`src/reclose_regs.svh`:
```
// register offsets, field positions, reset values and timing counts for the reclose logic
`ifndef RECLOSE_REGS_SVH
`define RECLOSE_REGS_SVH

// register byte offsets
`define CTRL_OFS        8'h00
`define STAT_OFS        8'h04

// control register fields
`define CTRL_W          7
`define CTRL_EN_BIT     0
`define CTRL_MODE_LSB   1
`define CTRL_MODE_MSB   2
`define CTRL_SEQ_LSB    3
`define CTRL_SEQ_MSB    5
`define CTRL_DUAL_BIT   6
`define CTRL_RST        7'h00

// status register fields
`define STAT_W          6
`define STAT_FORCE_BIT  0
`define STAT_MCLS_BIT   1
`define STAT_CLSD_BIT   2
`define STAT_OPEN3_BIT  3
`define STAT_OPEN1_BIT  4
`define STAT_TMR_BIT    5

// bus responses
`define RESP_OKAY       2'h0
`define RESP_SLVERR     2'h2

// shot counter width
`define SHOT_W          3

// timing: clock period, nominal power frequency, 1.25 power cycles rounded up
`define CLK_PERIOD_NS   64'd10
`define POWER_HZ        64'd60
`define SP_DELAY_NS     ((64'd1250000000 + `POWER_HZ - 64'd1) / `POWER_HZ)
`define SP_DELAY_CYC    ((`SP_DELAY_NS + `CLK_PERIOD_NS - 64'd1) / `CLK_PERIOD_NS)
`define TMR_W           24

`endif

```
`src/reclose_pkg.sv`:
```
// types shared by the reclose terminal logic
package reclose_pkg;
    // operating mode selection
    typedef enum logic [1:0] {
        MODE_1_AND_3P = 2'b00,
        MODE_1P       = 2'b01,
        MODE_3P_A     = 2'b10,
        MODE_3P_B     = 2'b11
    } mode_t;

    // breaker sequence selection
    typedef enum logic [2:0] {
        SEQ_FIRST_ONLY        = 3'b000,
        SEQ_SECOND_ONLY       = 3'b001,
        SEQ_FIRST_THEN_SECOND = 3'b010,
        SEQ_SECOND_THEN_FIRST = 3'b011,
        SEQ_BOTH_TOGETHER     = 3'b100
    } seq_t;

    // delay timer states
    typedef enum logic [1:0] {
        T_IDLE  = 2'b00,
        T_COUNT = 2'b01,
        T_DONE  = 2'b10
    } tstate_t;
endpackage

```
`src/timer_if.sv`:
```
// control and result signals between the reclose logic and its delay timer
interface timer_if;
    logic run;
    logic hold;
    logic done;

    modport ctl (output run, output hold, input done);
    modport tmr (input run, input hold, output done);
endinterface

```
`src/sp_delay_timer.sv`:
```
// delay timer for the single-pole initiate, freezable by pause
`include "reclose_regs.svh"
module sp_delay_timer
    import reclose_pkg::*;
#(
    parameter logic [`TMR_W-1:0] P_CYC = 24'h000001
) (
    // clock and reset
    input  wire logic i_mclk,
    input  wire logic i_rst,
    // timer control
    timer_if.tmr      t
);
    tstate_t           state_r;
    tstate_t           state_nxt;
    logic [`TMR_W-1:0] cnt_r;
    logic [`TMR_W-1:0] cnt_nxt;
    logic              cnt_last;

    assign cnt_last = (cnt_r == P_CYC - 24'h000001);
    assign t.done   = (state_r == T_DONE);

    // next state: count only while running and not paused
    always_comb begin
        state_nxt = state_r;
        cnt_nxt   = cnt_r;
        case (state_r)
            T_IDLE: begin
                cnt_nxt = 24'h000000;
                if (t.run) begin
                    state_nxt = T_COUNT;
                end
            end
            T_COUNT: begin
                if (!t.run) begin
                    state_nxt = T_IDLE;
                end else if (!t.hold) begin
                    if (cnt_last) begin
                        state_nxt = T_DONE;
                    end else begin
                        cnt_nxt = cnt_r + 24'h000001;
                    end
                end
            end
            T_DONE: begin
                if (!t.run) begin
                    state_nxt = T_IDLE;
                end
            end
            default: begin
                state_nxt = T_IDLE;
            end
        endcase
    end

    // state registers
    always_ff @(posedge i_mclk or posedge i_rst) begin
        if (i_rst) begin
            state_r <= T_IDLE;
            cnt_r   <= 24'h000000;
        end else begin
            state_r <= state_nxt;
            cnt_r   <= cnt_nxt;
        end
    end

    // pause freezes the elapsed count
    hold_freeze_a: assert property (@(posedge i_mclk) disable iff (i_rst)
        (state_r == T_COUNT && t.run && t.hold) |=> (cnt_r == $past(cnt_r)))
        else $error("timer moved while paused");

    // done only follows a running request
    done_cause_a: assert property (@(posedge i_mclk) disable iff (i_rst)
        $rose(t.done) |-> $past(t.run) && $past(cnt_last))
        else $error("timer done without full count");

    timer_done_c: cover property (@(posedge i_mclk) disable iff (i_rst) $rose(t.done));
endmodule

```
`src/reclose_terminal.sv`:
```
// reclose terminal status logic with force three-pole trip and AXI4-Lite registers
// Summary of operation
// - Force three-pole trip while the scheme is paused, also after initiation.
// - Force three-pole trip while the scheme is in lockout.
// - Force three-pole trip when mode is three-pole variant A or B.
// - Force three-pole trip while the shot count is not zero.
// - Force three-pole trip once 1.25 power cycles follow single-pole initiate.
// - Manual close from first breaker, second-only not selected, second open or out.
// - Manual close from second breaker, first-only not selected, first open or out.
// - Each terminal output except force three-pole trip is also asserted by its own override input.
// - Single breaker: terminal closed follows that breaker's closed status.
// - Dual breaker: closed when some breaker is closed and in service.
// - Single breaker: three-pole open follows that breaker's open status.
// - Dual breaker: three-pole open when each breaker is open or out of service.
// - Bus fault initiate: three-pole open when either breaker is open.
// - Single breaker: one-pole open follows the selected breaker's one-pole flag.
// - Both together: each breaker one-pole open, open or out of service.
// - First then second: first one-pole open, second one-pole open or out.
// - Second then first: second one-pole open, first one-pole, open or out.
// - An enable bit switches the scheme on or off, off after reset.
// - Pause freezes the delay progress and resumes from the same point.
// - Four operating modes are accepted and steer the trip request.
//
// Design decisions made here: the AXI4-Lite register port and the register offsets.
`include "reclose_regs.svh"
module reclose_terminal
    import reclose_pkg::*;
#(
    parameter logic [`TMR_W-1:0] P_SP_DELAY_CYC = `TMR_W'(`SP_DELAY_CYC)
) (
    // clock and reset
    input  wire logic              i_mclk,
    input  wire logic              i_rst,
    // AXI4-Lite write address and data
    input  wire logic              i_s_axi_awvalid,
    output logic                   o_s_axi_awready,
    input  wire logic [7:0]        i_s_axi_awaddr,
    input  wire logic              i_s_axi_wvalid,
    output logic                   o_s_axi_wready,
    input  wire logic [31:0]       i_s_axi_wdata,
    input  wire logic [3:0]        i_s_axi_wstrb,
    // AXI4-Lite write response
    output logic                   o_s_axi_bvalid,
    input  wire logic              i_s_axi_bready,
    output logic [1:0]             o_s_axi_bresp,
    // AXI4-Lite read
    input  wire logic              i_s_axi_arvalid,
    output logic                   o_s_axi_arready,
    input  wire logic [7:0]        i_s_axi_araddr,
    output logic                   o_s_axi_rvalid,
    input  wire logic              i_s_axi_rready,
    output logic [31:0]            o_s_axi_rdata,
    output logic [1:0]             o_s_axi_rresp,
    // scheme state from the reclose sequencer
    input  wire logic              i_pause,
    input  wire logic              i_lockout,
    input  wire logic [`SHOT_W-1:0] i_shot_count,
    input  wire logic              i_single_pole_reclose_initiate,
    input  wire logic              i_bus_fault_initiate,
    // first breaker status
    input  wire logic              i_first_breaker_closed,
    input  wire logic              i_first_breaker_open,
    input  wire logic              i_first_breaker_out_of_service,
    input  wire logic              i_first_breaker_manual_close,
    input  wire logic              i_first_breaker_one_pole_open,
    // second breaker status
    input  wire logic              i_second_breaker_closed,
    input  wire logic              i_second_breaker_open,
    input  wire logic              i_second_breaker_out_of_service,
    input  wire logic              i_second_breaker_manual_close,
    input  wire logic              i_second_breaker_one_pole_open,
    // user overrides
    input  wire logic              i_ovr_manual_close,
    input  wire logic              i_ovr_closed,
    input  wire logic              i_ovr_three_pole_open,
    input  wire logic              i_ovr_one_pole_open,
    // terminal outputs
    output logic                   o_force_three_pole_trip,
    output logic                   o_terminal_manual_close,
    output logic                   o_terminal_closed,
    output logic                   o_terminal_three_pole_open,
    output logic                   o_terminal_one_pole_open
);
    logic [`CTRL_W-1:0] ctrl_r;
    logic [`CTRL_W-1:0] ctrl_nxt;
    logic               aw_got_r;
    logic               w_got_r;
    logic [7:0]         awaddr_r;
    logic [31:0]        wdata_r;
    logic [3:0]         wstrb_r;
    logic               aw_hs;
    logic               w_hs;
    logic               b_hs;
    logic               ar_hs;
    logic               r_hs;
    logic               wr_do;
    logic               wr_ctrl;
    logic               wr_bad;
    logic               rd_ctrl;
    logic               rd_stat;
    logic [31:0]        rd_data;
    logic               en;
    mode_t              mode;
    seq_t               seq;
    logic               dual;
    logic               use_second;
    logic               b1_out;
    logic               b2_out;
    logic               mode_3p;
    logic               shot_nz;
    logic               force_nxt;
    logic               mcls_nxt;
    logic               clsd_nxt;
    logic               open3_nxt;
    logic               open1_nxt;
    logic               clsd_raw;
    logic               open3_raw;
    logic               open1_raw;
    logic               mcls_raw;
    timer_if            tmr ();

    // bus handshakes
    assign aw_hs   = i_s_axi_awvalid & o_s_axi_awready;
    assign w_hs    = i_s_axi_wvalid & o_s_axi_wready;
    assign b_hs    = o_s_axi_bvalid & i_s_axi_bready;
    assign ar_hs   = i_s_axi_arvalid & o_s_axi_arready;
    assign r_hs    = o_s_axi_rvalid & i_s_axi_rready;

    // write decode once both halves are held
    assign wr_do   = aw_got_r & w_got_r & ~o_s_axi_bvalid;
    assign wr_ctrl = wr_do & (awaddr_r == `CTRL_OFS) & wstrb_r[0];
    assign wr_bad  = (awaddr_r != `CTRL_OFS);
    assign ctrl_nxt = wr_ctrl ? wdata_r[`CTRL_W-1:0] : ctrl_r;

    // read decode; reserved bits read zero
    assign rd_ctrl = (i_s_axi_araddr == `CTRL_OFS);
    assign rd_stat = (i_s_axi_araddr == `STAT_OFS);
    assign rd_data = rd_ctrl ? {25'h0000000, ctrl_r} :
                     rd_stat ? {26'h0000000, tmr.done, o_terminal_one_pole_open,
                                o_terminal_three_pole_open, o_terminal_closed,
                                o_terminal_manual_close, o_force_three_pole_trip} :
                               32'h00000000;

    // write channel registers
    always_ff @(posedge i_mclk or posedge i_rst) begin
        if (i_rst) begin
            o_s_axi_awready <= 1'h1;
            o_s_axi_wready  <= 1'h1;
            aw_got_r        <= 1'h0;
            w_got_r         <= 1'h0;
            awaddr_r        <= 8'h00;
            wdata_r         <= 32'h00000000;
            wstrb_r         <= 4'h0;
            o_s_axi_bvalid  <= 1'h0;
            o_s_axi_bresp   <= `RESP_OKAY;
        end else begin
            if (aw_hs) begin
                awaddr_r        <= i_s_axi_awaddr;
                aw_got_r        <= 1'h1;
                o_s_axi_awready <= 1'h0;
            end
            if (w_hs) begin
                wdata_r        <= i_s_axi_wdata;
                wstrb_r        <= i_s_axi_wstrb;
                w_got_r        <= 1'h1;
                o_s_axi_wready <= 1'h0;
            end
            if (wr_do) begin
                o_s_axi_bvalid <= 1'h1;
                o_s_axi_bresp  <= wr_bad ? `RESP_SLVERR : `RESP_OKAY;
                aw_got_r       <= 1'h0;
                w_got_r        <= 1'h0;
            end
            if (b_hs) begin
                o_s_axi_bvalid  <= 1'h0;
                o_s_axi_awready <= 1'h1;
                o_s_axi_wready  <= 1'h1;
            end
        end
    end

    // read channel registers
    always_ff @(posedge i_mclk or posedge i_rst) begin
        if (i_rst) begin
            o_s_axi_arready <= 1'h1;
            o_s_axi_rvalid  <= 1'h0;
            o_s_axi_rdata   <= 32'h00000000;
            o_s_axi_rresp   <= `RESP_OKAY;
        end else if (ar_hs) begin
            o_s_axi_arready <= 1'h0;
            o_s_axi_rvalid  <= 1'h1;
            o_s_axi_rdata   <= rd_data;
            o_s_axi_rresp   <= (rd_ctrl | rd_stat) ? `RESP_OKAY : `RESP_SLVERR;
        end else if (r_hs) begin
            o_s_axi_arready <= 1'h1;
            o_s_axi_rvalid  <= 1'h0;
        end
    end

    // control register, disabled after reset
    always_ff @(posedge i_mclk or posedge i_rst) begin
        if (i_rst) begin
            ctrl_r <= `CTRL_RST;
        end else begin
            ctrl_r <= ctrl_nxt;
        end
    end

    // control fields
    assign en         = ctrl_r[`CTRL_EN_BIT];
    assign mode       = mode_t'(ctrl_r[`CTRL_MODE_MSB:`CTRL_MODE_LSB]);
    assign seq        = seq_t'(ctrl_r[`CTRL_SEQ_MSB:`CTRL_SEQ_LSB]);
    assign dual       = ctrl_r[`CTRL_DUAL_BIT];
    assign use_second = (seq == SEQ_SECOND_ONLY);
    assign b1_out     = i_first_breaker_open | i_first_breaker_out_of_service;
    assign b2_out     = i_second_breaker_open | i_second_breaker_out_of_service;

    // single-pole delay, frozen while paused
    assign tmr.run  = en & i_single_pole_reclose_initiate;
    assign tmr.hold = i_pause;

    sp_delay_timer #(
        .P_CYC (P_SP_DELAY_CYC)
    ) u_delay (
        .i_mclk (i_mclk),
        .i_rst  (i_rst),
        .t      (tmr)
    );

    // force three-pole trip request
    assign mode_3p   = (mode == MODE_3P_A) | (mode == MODE_3P_B);
    assign shot_nz   = (i_shot_count != `SHOT_W'(0));
    assign force_nxt = en & (i_pause | i_lockout | mode_3p | shot_nz | tmr.done);

    // terminal manual close
    assign mcls_raw = (i_first_breaker_manual_close & (seq != SEQ_SECOND_ONLY) & b2_out)
                    | (i_second_breaker_manual_close & (seq != SEQ_FIRST_ONLY) & b1_out);

    // terminal closed
    assign clsd_raw = dual ? ((i_first_breaker_closed & ~i_first_breaker_out_of_service)
                            | (i_second_breaker_closed & ~i_second_breaker_out_of_service))
                           : (use_second ? i_second_breaker_closed : i_first_breaker_closed);

    // terminal three-pole open
    assign open3_raw = i_bus_fault_initiate ? (i_first_breaker_open | i_second_breaker_open)
                     : dual ? (b1_out & b2_out)
                     : (use_second ? i_second_breaker_open : i_first_breaker_open);

    // terminal one-pole open per sequence
    always_comb begin
        open1_raw = 1'h0;
        if (!dual) begin
            open1_raw = use_second ? i_second_breaker_one_pole_open
                                   : i_first_breaker_one_pole_open;
        end else begin
            case (seq)
                SEQ_BOTH_TOGETHER: begin
                    open1_raw = (i_first_breaker_one_pole_open | b1_out)
                              & (i_second_breaker_one_pole_open | b2_out);
                end
                SEQ_FIRST_THEN_SECOND: begin
                    open1_raw = i_first_breaker_one_pole_open
                              & (i_second_breaker_one_pole_open
                                 | i_second_breaker_out_of_service);
                end
                SEQ_SECOND_THEN_FIRST: begin
                    open1_raw = i_second_breaker_one_pole_open
                              & (i_first_breaker_one_pole_open | b1_out);
                end
                SEQ_SECOND_ONLY: begin
                    open1_raw = i_second_breaker_one_pole_open;
                end
                default: begin
                    open1_raw = i_first_breaker_one_pole_open;
                end
            endcase
        end
    end

    // gate by enable, then add overrides
    assign mcls_nxt  = (en & mcls_raw) | i_ovr_manual_close;
    assign clsd_nxt  = (en & clsd_raw) | i_ovr_closed;
    assign open3_nxt = (en & open3_raw) | i_ovr_three_pole_open;
    assign open1_nxt = (en & open1_raw) | i_ovr_one_pole_open;

    // terminal outputs, one evaluation per clock
    always_ff @(posedge i_mclk or posedge i_rst) begin
        if (i_rst) begin
            o_force_three_pole_trip    <= 1'h0;
            o_terminal_manual_close    <= 1'h0;
            o_terminal_closed          <= 1'h0;
            o_terminal_three_pole_open <= 1'h0;
            o_terminal_one_pole_open   <= 1'h0;
        end else begin
            o_force_three_pole_trip    <= force_nxt;
            o_terminal_manual_close    <= mcls_nxt;
            o_terminal_closed          <= clsd_nxt;
            o_terminal_three_pole_open <= open3_nxt;
            o_terminal_one_pole_open   <= open1_nxt;
        end
    end

    // checks
    pause_force_a: assert property (@(posedge i_mclk) disable iff (i_rst)
        (en && i_pause) |=> o_force_three_pole_trip)
        else $error("pause did not force three-pole trip");

    lockout_force_a: assert property (@(posedge i_mclk) disable iff (i_rst)
        (en && i_lockout) |=> o_force_three_pole_trip)
        else $error("lockout did not force three-pole trip");

    mode_force_a: assert property (@(posedge i_mclk) disable iff (i_rst)
        (en && (mode == MODE_3P_A || mode == MODE_3P_B)) |=> o_force_three_pole_trip)
        else $error("three-pole mode did not force trip");

    shot_force_a: assert property (@(posedge i_mclk) disable iff (i_rst)
        (en && i_shot_count != `SHOT_W'(0)) |=> o_force_three_pole_trip)
        else $error("nonzero shot count did not force trip");

    delay_force_a: assert property (@(posedge i_mclk) disable iff (i_rst)
        (en && !i_pause && !i_lockout && !mode_3p && !shot_nz
         && !i_single_pole_reclose_initiate) |=> !o_force_three_pole_trip)
        else $error("trip forced without cause");

    man_close_a: assert property (@(posedge i_mclk) disable iff (i_rst)
        (en && i_first_breaker_manual_close && seq != SEQ_SECOND_ONLY && b2_out)
        |=> o_terminal_manual_close)
        else $error("first breaker manual close not declared");

    closed_dual_a: assert property (@(posedge i_mclk) disable iff (i_rst)
        (en && dual && !i_ovr_closed && i_first_breaker_closed
         && i_first_breaker_out_of_service && !i_second_breaker_closed)
        |=> !o_terminal_closed)
        else $error("out-of-service breaker reported terminal closed");

    bus_fault_a: assert property (@(posedge i_mclk) disable iff (i_rst)
        (en && i_bus_fault_initiate && (i_first_breaker_open || i_second_breaker_open))
        |=> o_terminal_three_pole_open)
        else $error("bus fault open not declared");

    seq_21_a: assert property (@(posedge i_mclk) disable iff (i_rst)
        (en && dual && seq == SEQ_SECOND_THEN_FIRST && !i_ovr_one_pole_open
         && !i_second_breaker_one_pole_open) |=> !o_terminal_one_pole_open)
        else $error("one-pole open without second breaker flag");

    disabled_a: assert property (@(posedge i_mclk) disable iff (i_rst)
        (!en && !i_ovr_closed) ##1 !$past(en) |-> !o_force_three_pole_trip && !o_terminal_closed)
        else $error("disabled scheme drove outputs");

    override_a: assert property (@(posedge i_mclk) disable iff (i_rst)
        i_ovr_three_pole_open |=> o_terminal_three_pole_open)
        else $error("override ignored");

    bresp_a: assert property (@(posedge i_mclk) disable iff (i_rst)
        wr_do |=> o_s_axi_bvalid)
        else $error("write response missing");

    // main scenarios
    force_delay_c: cover property (@(posedge i_mclk) disable iff (i_rst)
        tmr.done ##1 o_force_three_pole_trip);
    one_pole_both_c: cover property (@(posedge i_mclk) disable iff (i_rst)
        dual && seq == SEQ_BOTH_TOGETHER && o_terminal_one_pole_open);
    ctrl_write_c: cover property (@(posedge i_mclk) disable iff (i_rst) wr_ctrl);
endmodule

```
`config.mk`:
```
export PLATFORM = sky130hd
export DESIGN_NAME = reclose_terminal
export DESIGN_NICKNAME = d
export VERILOG_FILES = /design/src/reclose_pkg.sv /design/src/timer_if.sv /design/src/sp_delay_timer.sv /design/src/reclose_terminal.sv
export VERILOG_INCLUDE_DIRS = /design/src
export SDC_FILE = /design/constraint.sdc
export NUM_CORES = 1
export LEC_CHECK = 0
export ABC_AREA = 1
export ABC_CLOCK_PERIOD_IN_PS = 4000
export BUFFER_PORTS_ARGS = -buffer_cell sky130_fd_sc_hd__buf_2
export CAP_MARGIN = 20
export CELL_PAD_IN_SITES_DETAIL_PLACEMENT = 1
export CELL_PAD_IN_SITES_GLOBAL_PLACEMENT = 1
export CORE_UTILIZATION = 30
export CTS_BUF_LIST = sky130_fd_sc_hd__clkbuf_8
export DETAILED_ROUTE_END_ITERATION = 7
export PLACE_DENSITY = 0.81
export SKIP_CTS_REPAIR_TIMING = 1
export SLEW_MARGIN = 20
export SYNTH_ARGS = -nofsm -noshare
export SYNTH_HDL_FRONTEND = slang
export SYNTH_SLANG_ARGS = --single-unit
export TNS_END_PERCENT = 10
```
`constraint.sdc`:
```
create_clock -name i_mclk -period 4 [get_ports i_mclk]
set_input_delay 1.2 -clock i_mclk [delete_from_list [all_inputs] [get_ports i_mclk]]
set_output_delay 1.2 -clock i_mclk [all_outputs]
set_load 0.1 [all_outputs]
```
**Word level (Yosys, flattened, before mapping)**

Index checks and enable logic that the tools add are counted.

- Input port bits: 80
- Bits in registers: 97
- Word-level logic and storage cells: 137
- Output and inout bits: 46

- Reduce and logical (&&, ||, !) cells: 15
- Equality and inequality tests: 18
- Multiplexer cells: 36
- Add/subtract/negate cells: 1
- Bitwise gates (word level): 46

Operators with widths:

| cell | number |
|---|---|
| $mux 24 | 3 |
| $pmux 24 s2 | 1 |
| $and 1x1->1 | 25 |
| $add 24x1->24 const B | 1 |
| $eq 24x21->1 const B | 1 |
| $mux 1 | 21 |
| $or 1x1->1 | 18 |
| $logic_not 8->1 | 2 |
| $mux 2 | 7 |
| $reduce_bool 2->1 | 7 |
| $eq 8x3->1 const B | 1 |
| $reduce_and 4->1 | 2 |
| $reduce_bool 8->1 | 1 |
| $mux 7 | 1 |
| $eq 2x2->1 const B | 3 |
| $eq 3x2->1 const B | 2 |
| $mux 6 | 1 |
| $ne 2x2->1 const B | 3 |
| $ne 3x3->1 const B | 2 |
| $pmux 2 s3 | 1 |
| $reduce_bool 3->1 | 2 |
| $ne 2x1->1 const B | 2 |
| $pmux 1 s4 | 1 |
| $eq 3x1->1 const B | 1 |
| 5 further kinds | 7 |

**Logic depth before layout (Yosys ltp)**

Gate-level depths: netlist of the first run.

- Depth after elaboration: 7
- Depth in mapped cells: 10
- Depth with buffers taken out: 9

**Hierarchy**

A second synthesis of the first run with hierarchy kept.

- Cell total of the unflattened synthesis: 559
- Area, all modules: 4,090.2 µm²

By module, submodules not included:

| module | area an instance (µm²) | cells an instance | times used |
|---|---|---|---|
| reclose_terminal | 2,237.1 | 272 | 1 |
| sp_delay_timer | 1,853.0 | 287 | 1 |

**Worst setup path before layout of the first run**

OpenSTA, ideal clock, no wires.

- Path kind: register to output
- From: reg o_s_axi_bvalid
- To: out o_s_axi_bvalid
- Stages on the path, launching flop included: 1
- Path buffers: 0
- Arrival time: 912 ps
- Required time: 2,800 ps
- Slack: 1,888 ps
- Cell sequence: dfrtp_1

RTL lines:

| element | line | source |
|---|---|---|
| start: declaration | reclose_terminal.sv:43 | `output logic o_s_axi_bvalid,` |
| start signal: assignment | reclose_terminal.sv:154 | `o_s_axi_bvalid <= 1'h0;` |
| start signal: assignment | reclose_terminal.sv:169 | `o_s_axi_bvalid <= 1'h1;` |
| start signal: assignment | reclose_terminal.sv:175 | `o_s_axi_bvalid <= 1'h0;` |

No word-level cell between the ends.

**Worst setup path in the final report of the first run**

- From: reg o_s_axi_arready
- To: out o_s_axi_arready

RTL lines:

| element | line | source |
|---|---|---|
| start: declaration | reclose_terminal.sv:48 | `output logic o_s_axi_arready,` |
| start signal: assignment | reclose_terminal.sv:185 | `o_s_axi_arready <= 1'h1;` |
| start signal: assignment | reclose_terminal.sv:190 | `o_s_axi_arready <= 1'h0;` |
| start signal: assignment | reclose_terminal.sv:195 | `o_s_axi_arready <= 1'h1;` |

No word-level cell between the ends.

==> metrics.md, run 1 <==
| Metric | Value |
|---|---|
| Fillers | `1661` |
| Final Hold Viols | `0` |
| RSZ-0062 raised after global routing | `no` |
| Tmin final | `2520 ps` |
| Clock power share | `24.9%` |
| Register Area | `1760 um^2` |
| Mean Syn Cell Area | `7.40 um^2` |
| Final cell count without fillers | `784` |
| WP data required | `2800 ps` |
| Die area | `13600 um^2` |
| Initial core utilization | `31.0%` |
| Worst hold path class | `register to register` |
| Worst Tran Pin Value | `907 ps` |
| Flop pwr share | `35.9%` |
| Final WL | `10.3 mm` |
| Largest area contributor in the netlist | `dfrtp_1` |
| Status | `completed` |
| Synthesis Warnings | `0` |
| Leading post-synthesis cells by cell area | `dfrtp_1 (43%), nand2_1 (17%), nor2_1 (6.8%), buf_4 (5.3%), nand3_1 (5.1%)` |
| Fin Setup TNS | `0 ps` |
| Post-DP Area | `4360 um^2` |
| Max VDD drop | `0.459 mV` |
| EDFF count, synth | `0` |
| Antenna violations before repair | `0` |
| Netlist cell types | `34` |
| Die Y | `117 um` |
| DRC Markers | `0` |
| Clk_lat worst skew | `350 ps` |
| Core area | `12700 um^2` |
| DR vias/cell | `4.66` |
| Cell count along the critical path | `1` |
| Footprint of the multi-input gates | `1840 um^2` |
| ANT cells | `0` |
| Clock Skews | `12.2 ps` |
| P_int | `1.51 mW` |
| Largest stage delay on the critical path | `550 ps` |
| First-pass GRT wire length | `17.1 mm` |
| Num CTS Buffers | `9` |
| Net count, final | `689` |
| Worst Reg-to-Reg Cells | `6` |
| Syn Std Cell Area | `3940 um^2` |
| CTS tree | `built` |
| Wire per inst | `13.1 um` |
| Post-synthesis sequential area ratio | `44.5%` |
| Sw Share | `46.6%` |
| Tcrit/Tclk final | `63.0%` |
| Critical path's top delay family | `flip-flops` |
| CP max-delay cell | `dfstp_2` |
| Cells after Synth | `533` |
| FFs w/ async S/R, synth | `100%` |
| Synth Flop Type | `dfrtp_1` |
| DP HPWL | `7.74 mm` |
| Drt pass-1 iters | `4` |
| Max cap viols | `0` |
| Routed Antenna Nets | `0` |
| Clock sink total | `70` |
| Worst setup EP type | `output port` |
| Comb power frac | `39.2%` |
| 1st-iter DRT viols | `168` |
| Worst-path cell chain | `buf_2` |
| Die X | `117 um` |
| R2r endpoint | `u_delay.cnt_r[20]` |
| Crit path to | `o_s_axi_arready` |
| CTS Root Cell | `clkbuf_8` |
| Most common cell in the netlist | `nand2_1` |
| H-tree depth | `3` |
| Area grow syn2layout | `16.8%` |
| CP Max Fanout | `3` |
| Final Max Tran Viols | `0` |
| Yosys top cell area share | `42.5%` |
| Gr usage total | `16.1%` |
| CTS max path bufs | `2` |
| #FFs+latches synth | `70` |
| Relative slew margins | `39.5%` |
| Critical path data arrival time | `1320 ps` |
| Reg2reg start | `u_delay.cnt_r[0]` |
| Layout cells sized above 1 | `17.0%` |
| Worst path bufs/invs | `1` |
| FMAX | `397 MHz` |
| FP Rows | `41` |
| GP Congestion | `0.811` |
| CTS clock-pin slew for the worst setup and hold paths | `80 ps` |
| Post-layout instance area | `4600 um^2` |
| Crit path kind | `register to output port` |
| Pin count of the biggest net entering global routing | `71` |
| Placed instance count | `768` |
| # IOs | `126` |
| CP Launch Point | `o_s_axi_arready` |
| Synth top cells by count | `nand2_1 (176), nor2_1 (71), dfrtp_1 (67)` |
| Type of origin of the critical path | `register` |
| Vias in the first global route | `3699` |
| R2r setup slk | `1860 ps` |
| Via count | `3655` |
| Total chip power | `2.82 mW` |
| LEAKAGE | `2.25 nW` |
| Psw | `1.32 mW` |
| Grt total ovfl | `0` |
| Power per Cell Area | `613 nW/um^2` |
| Final Setup Violations | `0` |
| Port Buffers | `70` |
==> flip-flops by register name (all words and copies together) (netlist names), 2 cells and up <==
name and cells:
awaddr_r 8, o_s_axi_rdata 7, ctrl_r 7, u_delay.cnt_r 24, u_delay.state_r 2, wdata_r 7
==> worst min-delay path by stage <==
stage                         start               to  slack, ps  cells past startpoint
floorplan                wdata_r[0]       wdata_r[0]        440                      2
global placement        awaddr_r[0]      awaddr_r[0]        460                      2
detailed placement      awaddr_r[1]      awaddr_r[1]        470                      2
CTS                 o_s_axi_awready  o_s_axi_awready        480                      2
global route             wdata_r[5]       wdata_r[5]        510                      2
finish              o_s_axi_awready  o_s_axi_awready        480                      2
==> routing by layer <==
metal | GRT usage (%) | routed length (um) | vias up
met4 | 6.58 | 256 | 0
met2 | 27.2 | 5250 | 78
li1 | - | - | 1779
met3 | 2.85 | 299 | 22
met5 | 0 | 0 | -
met1 | 20.3 | 4480 | 1776
==> power groups by stage <==
| stage | clock network [mW] | registers (mW) | logic [mW] |
|---|---|---|---|
| floorplan | 0 | 1.50 | 0.439 |
| global placement | 0 | 1.01 | 1.08 |
| detailed placement | 0 | 1.03 | 1.12 |
| CTS | 0.719 | 1.01 | 1.12 |
| global route | 0.748 | 1.04 | 1.18 |
| finish | 0.702 | 1.01 | 1.11 |
==> layout make-up <==
type / instances / area share [%]
clock buffers: 9 / 2.69
multi-input cells: 405 / 40.0
repair buffers: 72 / 7.93
flip-flops and latches: 70 / 38.1
clock inverters: 7 / 2.61
inverters: 49 / 3.99
well taps: 172 / 4.67
==> cells by family (layout without fill, tap and decap cells) <==
family / after synthesis / after routing / synth area share [%]
and+or+nand+nor: 298 / 298 / 30.5
buffers and inverters: 84 / 137 / 11.3
DFF: 70 / 70 / 44.5
AOI/OAI and AO/OA: 61 / 61 / 8.79
xor gates and xnor gates: 10 / 10 / 2.22
muxes: 7 / 7 / 2.00
adders and majority gates: 2 / 2 / 0.635
other: 1 / 27 / 0.0951
==> placed cells by master (no fill, tap or decap), types with 2 or more instances in the layout <==
cell       count
nand2_1      176
nor2_1        71
buf_2         70
dfrtp_1       67
inv_1         45
nand3_1       40
conb_1        27
o21ai_0       19
a21oi_1       18
o21ai_1       11
xor2_1        10
clkbuf_8       9
mux2_2         7
nand4_1        4
o21bai_1       4
clkinv_1       3
bufinv_16      3
dfstp_2        3
nor2_2         2
nor3_1         2
ha_1           2
buf_4          2
==> stage by stage <==
stage	setup slack (ps)	utilization (%)	hold slack, ps
final	1480	36.2	480
after detailed placement	1380	34.3	466
after global placement	1420	34.3	464
after CTS	1460	36.2	481
after floorplan	1040	-	445
after global routing	1440	36.2	507
Note: power is estimated with default switching activity, not from simulation.
==> run 2, diff against run 1 <==
- ABC_AREA: 1 -> 0
- ABC_CLOCK_PERIOD_IN_PS: 4000 -> 2600
- PLACE_DENSITY: 0.81 -> 0.78
- clock period: 4 -> 2.6 ns (I/O delays scaled with it)
==> run 2 against run 1 <==
- core utilization up 0.31 points
- critical path depth unchanged
- via count down 28%
==> metrics.md, run 2 <==
| Metric | Value |
|---|---|
| Status | `completed` |
| Register Area | `1760 um^2 (unchanged)` |
| Antenna violations before repair | `0 (unchanged)` |
| Tmin final | `2110 ps` |
| Area grow syn2layout | `19.0%` |
| CTS clock-pin slew for the worst setup and hold paths | `80 ps (about the same)` |
| Final Max Tran Viols | `0 (unchanged)` |
| R2r endpoint | `u_delay.cnt_r[18]` |
| Num CTS Buffers | `9 (unchanged)` |
| Post-synthesis sequential area ratio | `50.1% (+5.6 points)` |
| Die X | `110 um (-5.6%)` |
| Largest register by flop count | `u_delay.cnt_r` |
| Worst-path cell chain | `buf_2` |
| DR vias/cell | `4.72 (+1.2%)` |
| Largest area contributor in the netlist | `dfrtp_1` |
| Clock sink total | `70 (unchanged)` |
| Fin Setup TNS | `0 ps (unchanged)` |
| #FFs+latches synth | `70 (unchanged)` |
| Critical path's top delay family | `flip-flops` |
| Pin count of the biggest net entering global routing | `28 (-61%)` |
| DRC Markers | `0 (unchanged)` |
| Port Buffers | `70 (unchanged)` |
| Worst Reg-to-Reg Cells | `5 (-1)` |
| Via count | `2638 (-28%)` |
| Clk_lat worst skew | `340 ps (about the same)` |
| EDFF count, synth | `0 (unchanged)` |
| Worst setup EP type | `output port` |
| Type of origin of the critical path | `register` |
| CTS Root Cell | `clkbuf_8` |
| Initial core utilization | `30.7% (-0.31 points)` |
| CP Launch Point | `o_s_axi_arready` |
| Core area | `11400 um^2 (-10%)` |
| CTS tree | `built` |
| Most common cell in the netlist | `dfrtp_1` |
| # IOs | `126 (unchanged)` |
| RSZ-0062 raised after global routing | `no` |
| First-pass GRT wire length | `13.0 mm (-24%)` |
| Post-DP Area | `3950 um^2 (-9.5%)` |
| Worst hold path class | `input pin to async pin` |
| Max VDD drop | `0.467 mV (+1.8%)` |
| Final WL | `7.70 mm (-25%)` |
| FMAX | `473 MHz` |
| Cells after Synth | `334 (-37%)` |
| Post-layout instance area | `4170 um^2 (-9.5%)` |
| Crit path to | `o_s_axi_arready` |
| Relative slew margins | `61.1% (+22 points)` |
| Power per Cell Area | `768 nW/um^2 (+25%)` |
| Worst path bufs/invs | `1 (unchanged)` |
| Die area | `12100 um^2 (-11%)` |
| Final Hold Viols | `0 (unchanged)` |
| Clock Skews | `11.2 ps (-0.928 ps)` |
| Vias in the first global route | `2763 (-25%)` |
| 1st-iter DRT viols | `83 (-51%)` |
| R2r setup slk | `640 ps (-1220 ps)` |
| Final Setup Violations | `0 (unchanged)` |
| ANT cells | `0 (unchanged)` |
| Routed Antenna Nets | `0 (unchanged)` |
| LEAKAGE | `1.93 nW (-14%)` |
| Worst slack at placement | `221 ps (-1160 ps)` |
| Commonest cells after routing, fill and taps aside | `buf_2 (70), dfrtp_1 (67), nand2_1 (29)` |
| Layout cells sized above 1 | `32.0% (+15 points)` |
| Reg2reg start | `ctrl_r[0]` |
| Crit path kind | `register to output port` |
| Total chip power | `3.20 mW (+13%)` |
| Placed instance count | `544 (-29%)` |
| Fillers | `1344 (-19%)` |
| FP Rows | `39 (-4.9%)` |
| CP max-delay cell | `dfstp_2` |
| Synthesis Warnings | `0 (unchanged)` |
| WP data required | `1820 ps (-980 ps)` |
| Net count, final | `494 (-28%)` |
| Netlist cell types | `50 (+47%)` |
| Minimum hold slack | `487 ps (+7.46 ps)` |
| Wire per inst | `13.8 um (+5.0%)` |
| Top Registers | `u_delay.cnt_r: 24 flops, awaddr_r: 8 flops` |
| Mean Syn Cell Area | `10.5 um^2 (+42%)` |
| Gr usage total | `14.2% (-1.9 points)` |
| Number of flip-flops under the largest register name | `24 (unchanged)` |
| Grt total ovfl | `0 (unchanged)` |
| GP Congestion | `0.763 (-5.8%)` |
| Synth top cells by count | `dfrtp_1 (67), nand2_1 (29), buf_4 (27), nor2_1 (27)` |
| Max cap viols | `0 (unchanged)` |
| PnR worst setup slack | `487 ps (-993 ps)` |
| CTS max path bufs | `2 (unchanged)` |
| Yosys top cell area share | `47.9% (+5.3 points)` |
| Leading post-synthesis cells by cell area | `dfrtp_1 (48%), mux2_2 (7.4%), buf_4 (5.8%), xor2_1 (4.5%), o21ai_0 (3.3%)` |
| Worst Tran Pin Value | `583 ps (-324 ps)` |
| Die Y | `110 um (-5.6%)` |
| Drt pass-1 iters | `4 (unchanged)` |
| Footprint of the multi-input gates | `1570 um^2 (-15%)` |
| DP HPWL | `5.91 mm (-24%)` |
| Util after Layout | `36.5% (+0.31 points)` |
| Syn Std Cell Area | `3500 um^2 (-11%)` |
| Commonest non-fill, non-tap cell in the layout | `buf_2` |
| Final cell count without fillers | `559 (-29%)` |
| Largest stage delay on the critical path | `560 ps (about the same)` |
| FFs w/ async S/R, synth | `100% (unchanged)` |
| Synth Flop Type | `dfrtp_1` |
| Cell count along the critical path | `1 (unchanged)` |
| H-tree depth | `3 (unchanged)` |
| Critical path data arrival time | `1330 ps (about the same)` |
| CP Max Fanout | `4 (+1)` |
| Tcrit/Tclk final | `81.3%` |
==> run 2: cell count changes after synthesis, sizes merged, moves of 4 or more <==
cell    before  now
nand3       41    9
mux2i        0   10
xor2        10   18
nand4        4   10
nor2        73   34
nand2      176   29
nor3         2    8
inv         46   14
nor3b        0    5
mux2         7   23
o21ai       30   23
a21oi       19    7
o21bai       4    0
==> run 2: cells by family after synthesis <==
group | synth area share (%)
AOI/OAI and AO/OA | 6.96
xor gates and xnor gates | 5.00
adders and majority gates | 0.714
buffers and inverters | 7.96
DFF | 50.1
muxes | 10.3
other | 0.107
and+or+nand+nor | 18.9
==> run 2: layout make-up <==
class                           count  area share, %
Multi-Input combinational cell    243           37.6
Timing Repair Buffer               74           9.43
Clock inverter                      5           2.01
Clock buffer                       10           3.30
Sequential cell                    70           42.1
Inverter                           14           1.26
Tap cell                          143           4.29
==> run 2: worst min path at each step <==
stage                           from                to  slack [ps]  cells after the start
floorplan                   aw_got_r          aw_got_r         460                      1
global placement    o_s_axi_bresp[1]  o_s_axi_bresp[1]         460                      2
detailed placement  o_s_axi_rdata[3]  o_s_axi_rdata[3]         480                      2
CTS                            i_rst       awaddr_r[3]         490                      2
global route                   i_rst       awaddr_r[3]         510                      2
finish                         i_rst       awaddr_r[3]         490                      2
==> run 2: where the power goes <==
group          total [mW]  internal, mW  switching (mW)
Clock               0.966         0.562           0.404
Sequential           1.39          1.28           0.110
Combinational       0.842         0.225           0.617
==> run 2: metal layers <==
metal  up-vias  wire, um  track usage (%)
li1       1259         -                -
met3         9       406             3.82
met1      1297      3220             16.5
met2        73      3960             24.6
met4         0       110             5.71
met5         -         0                0
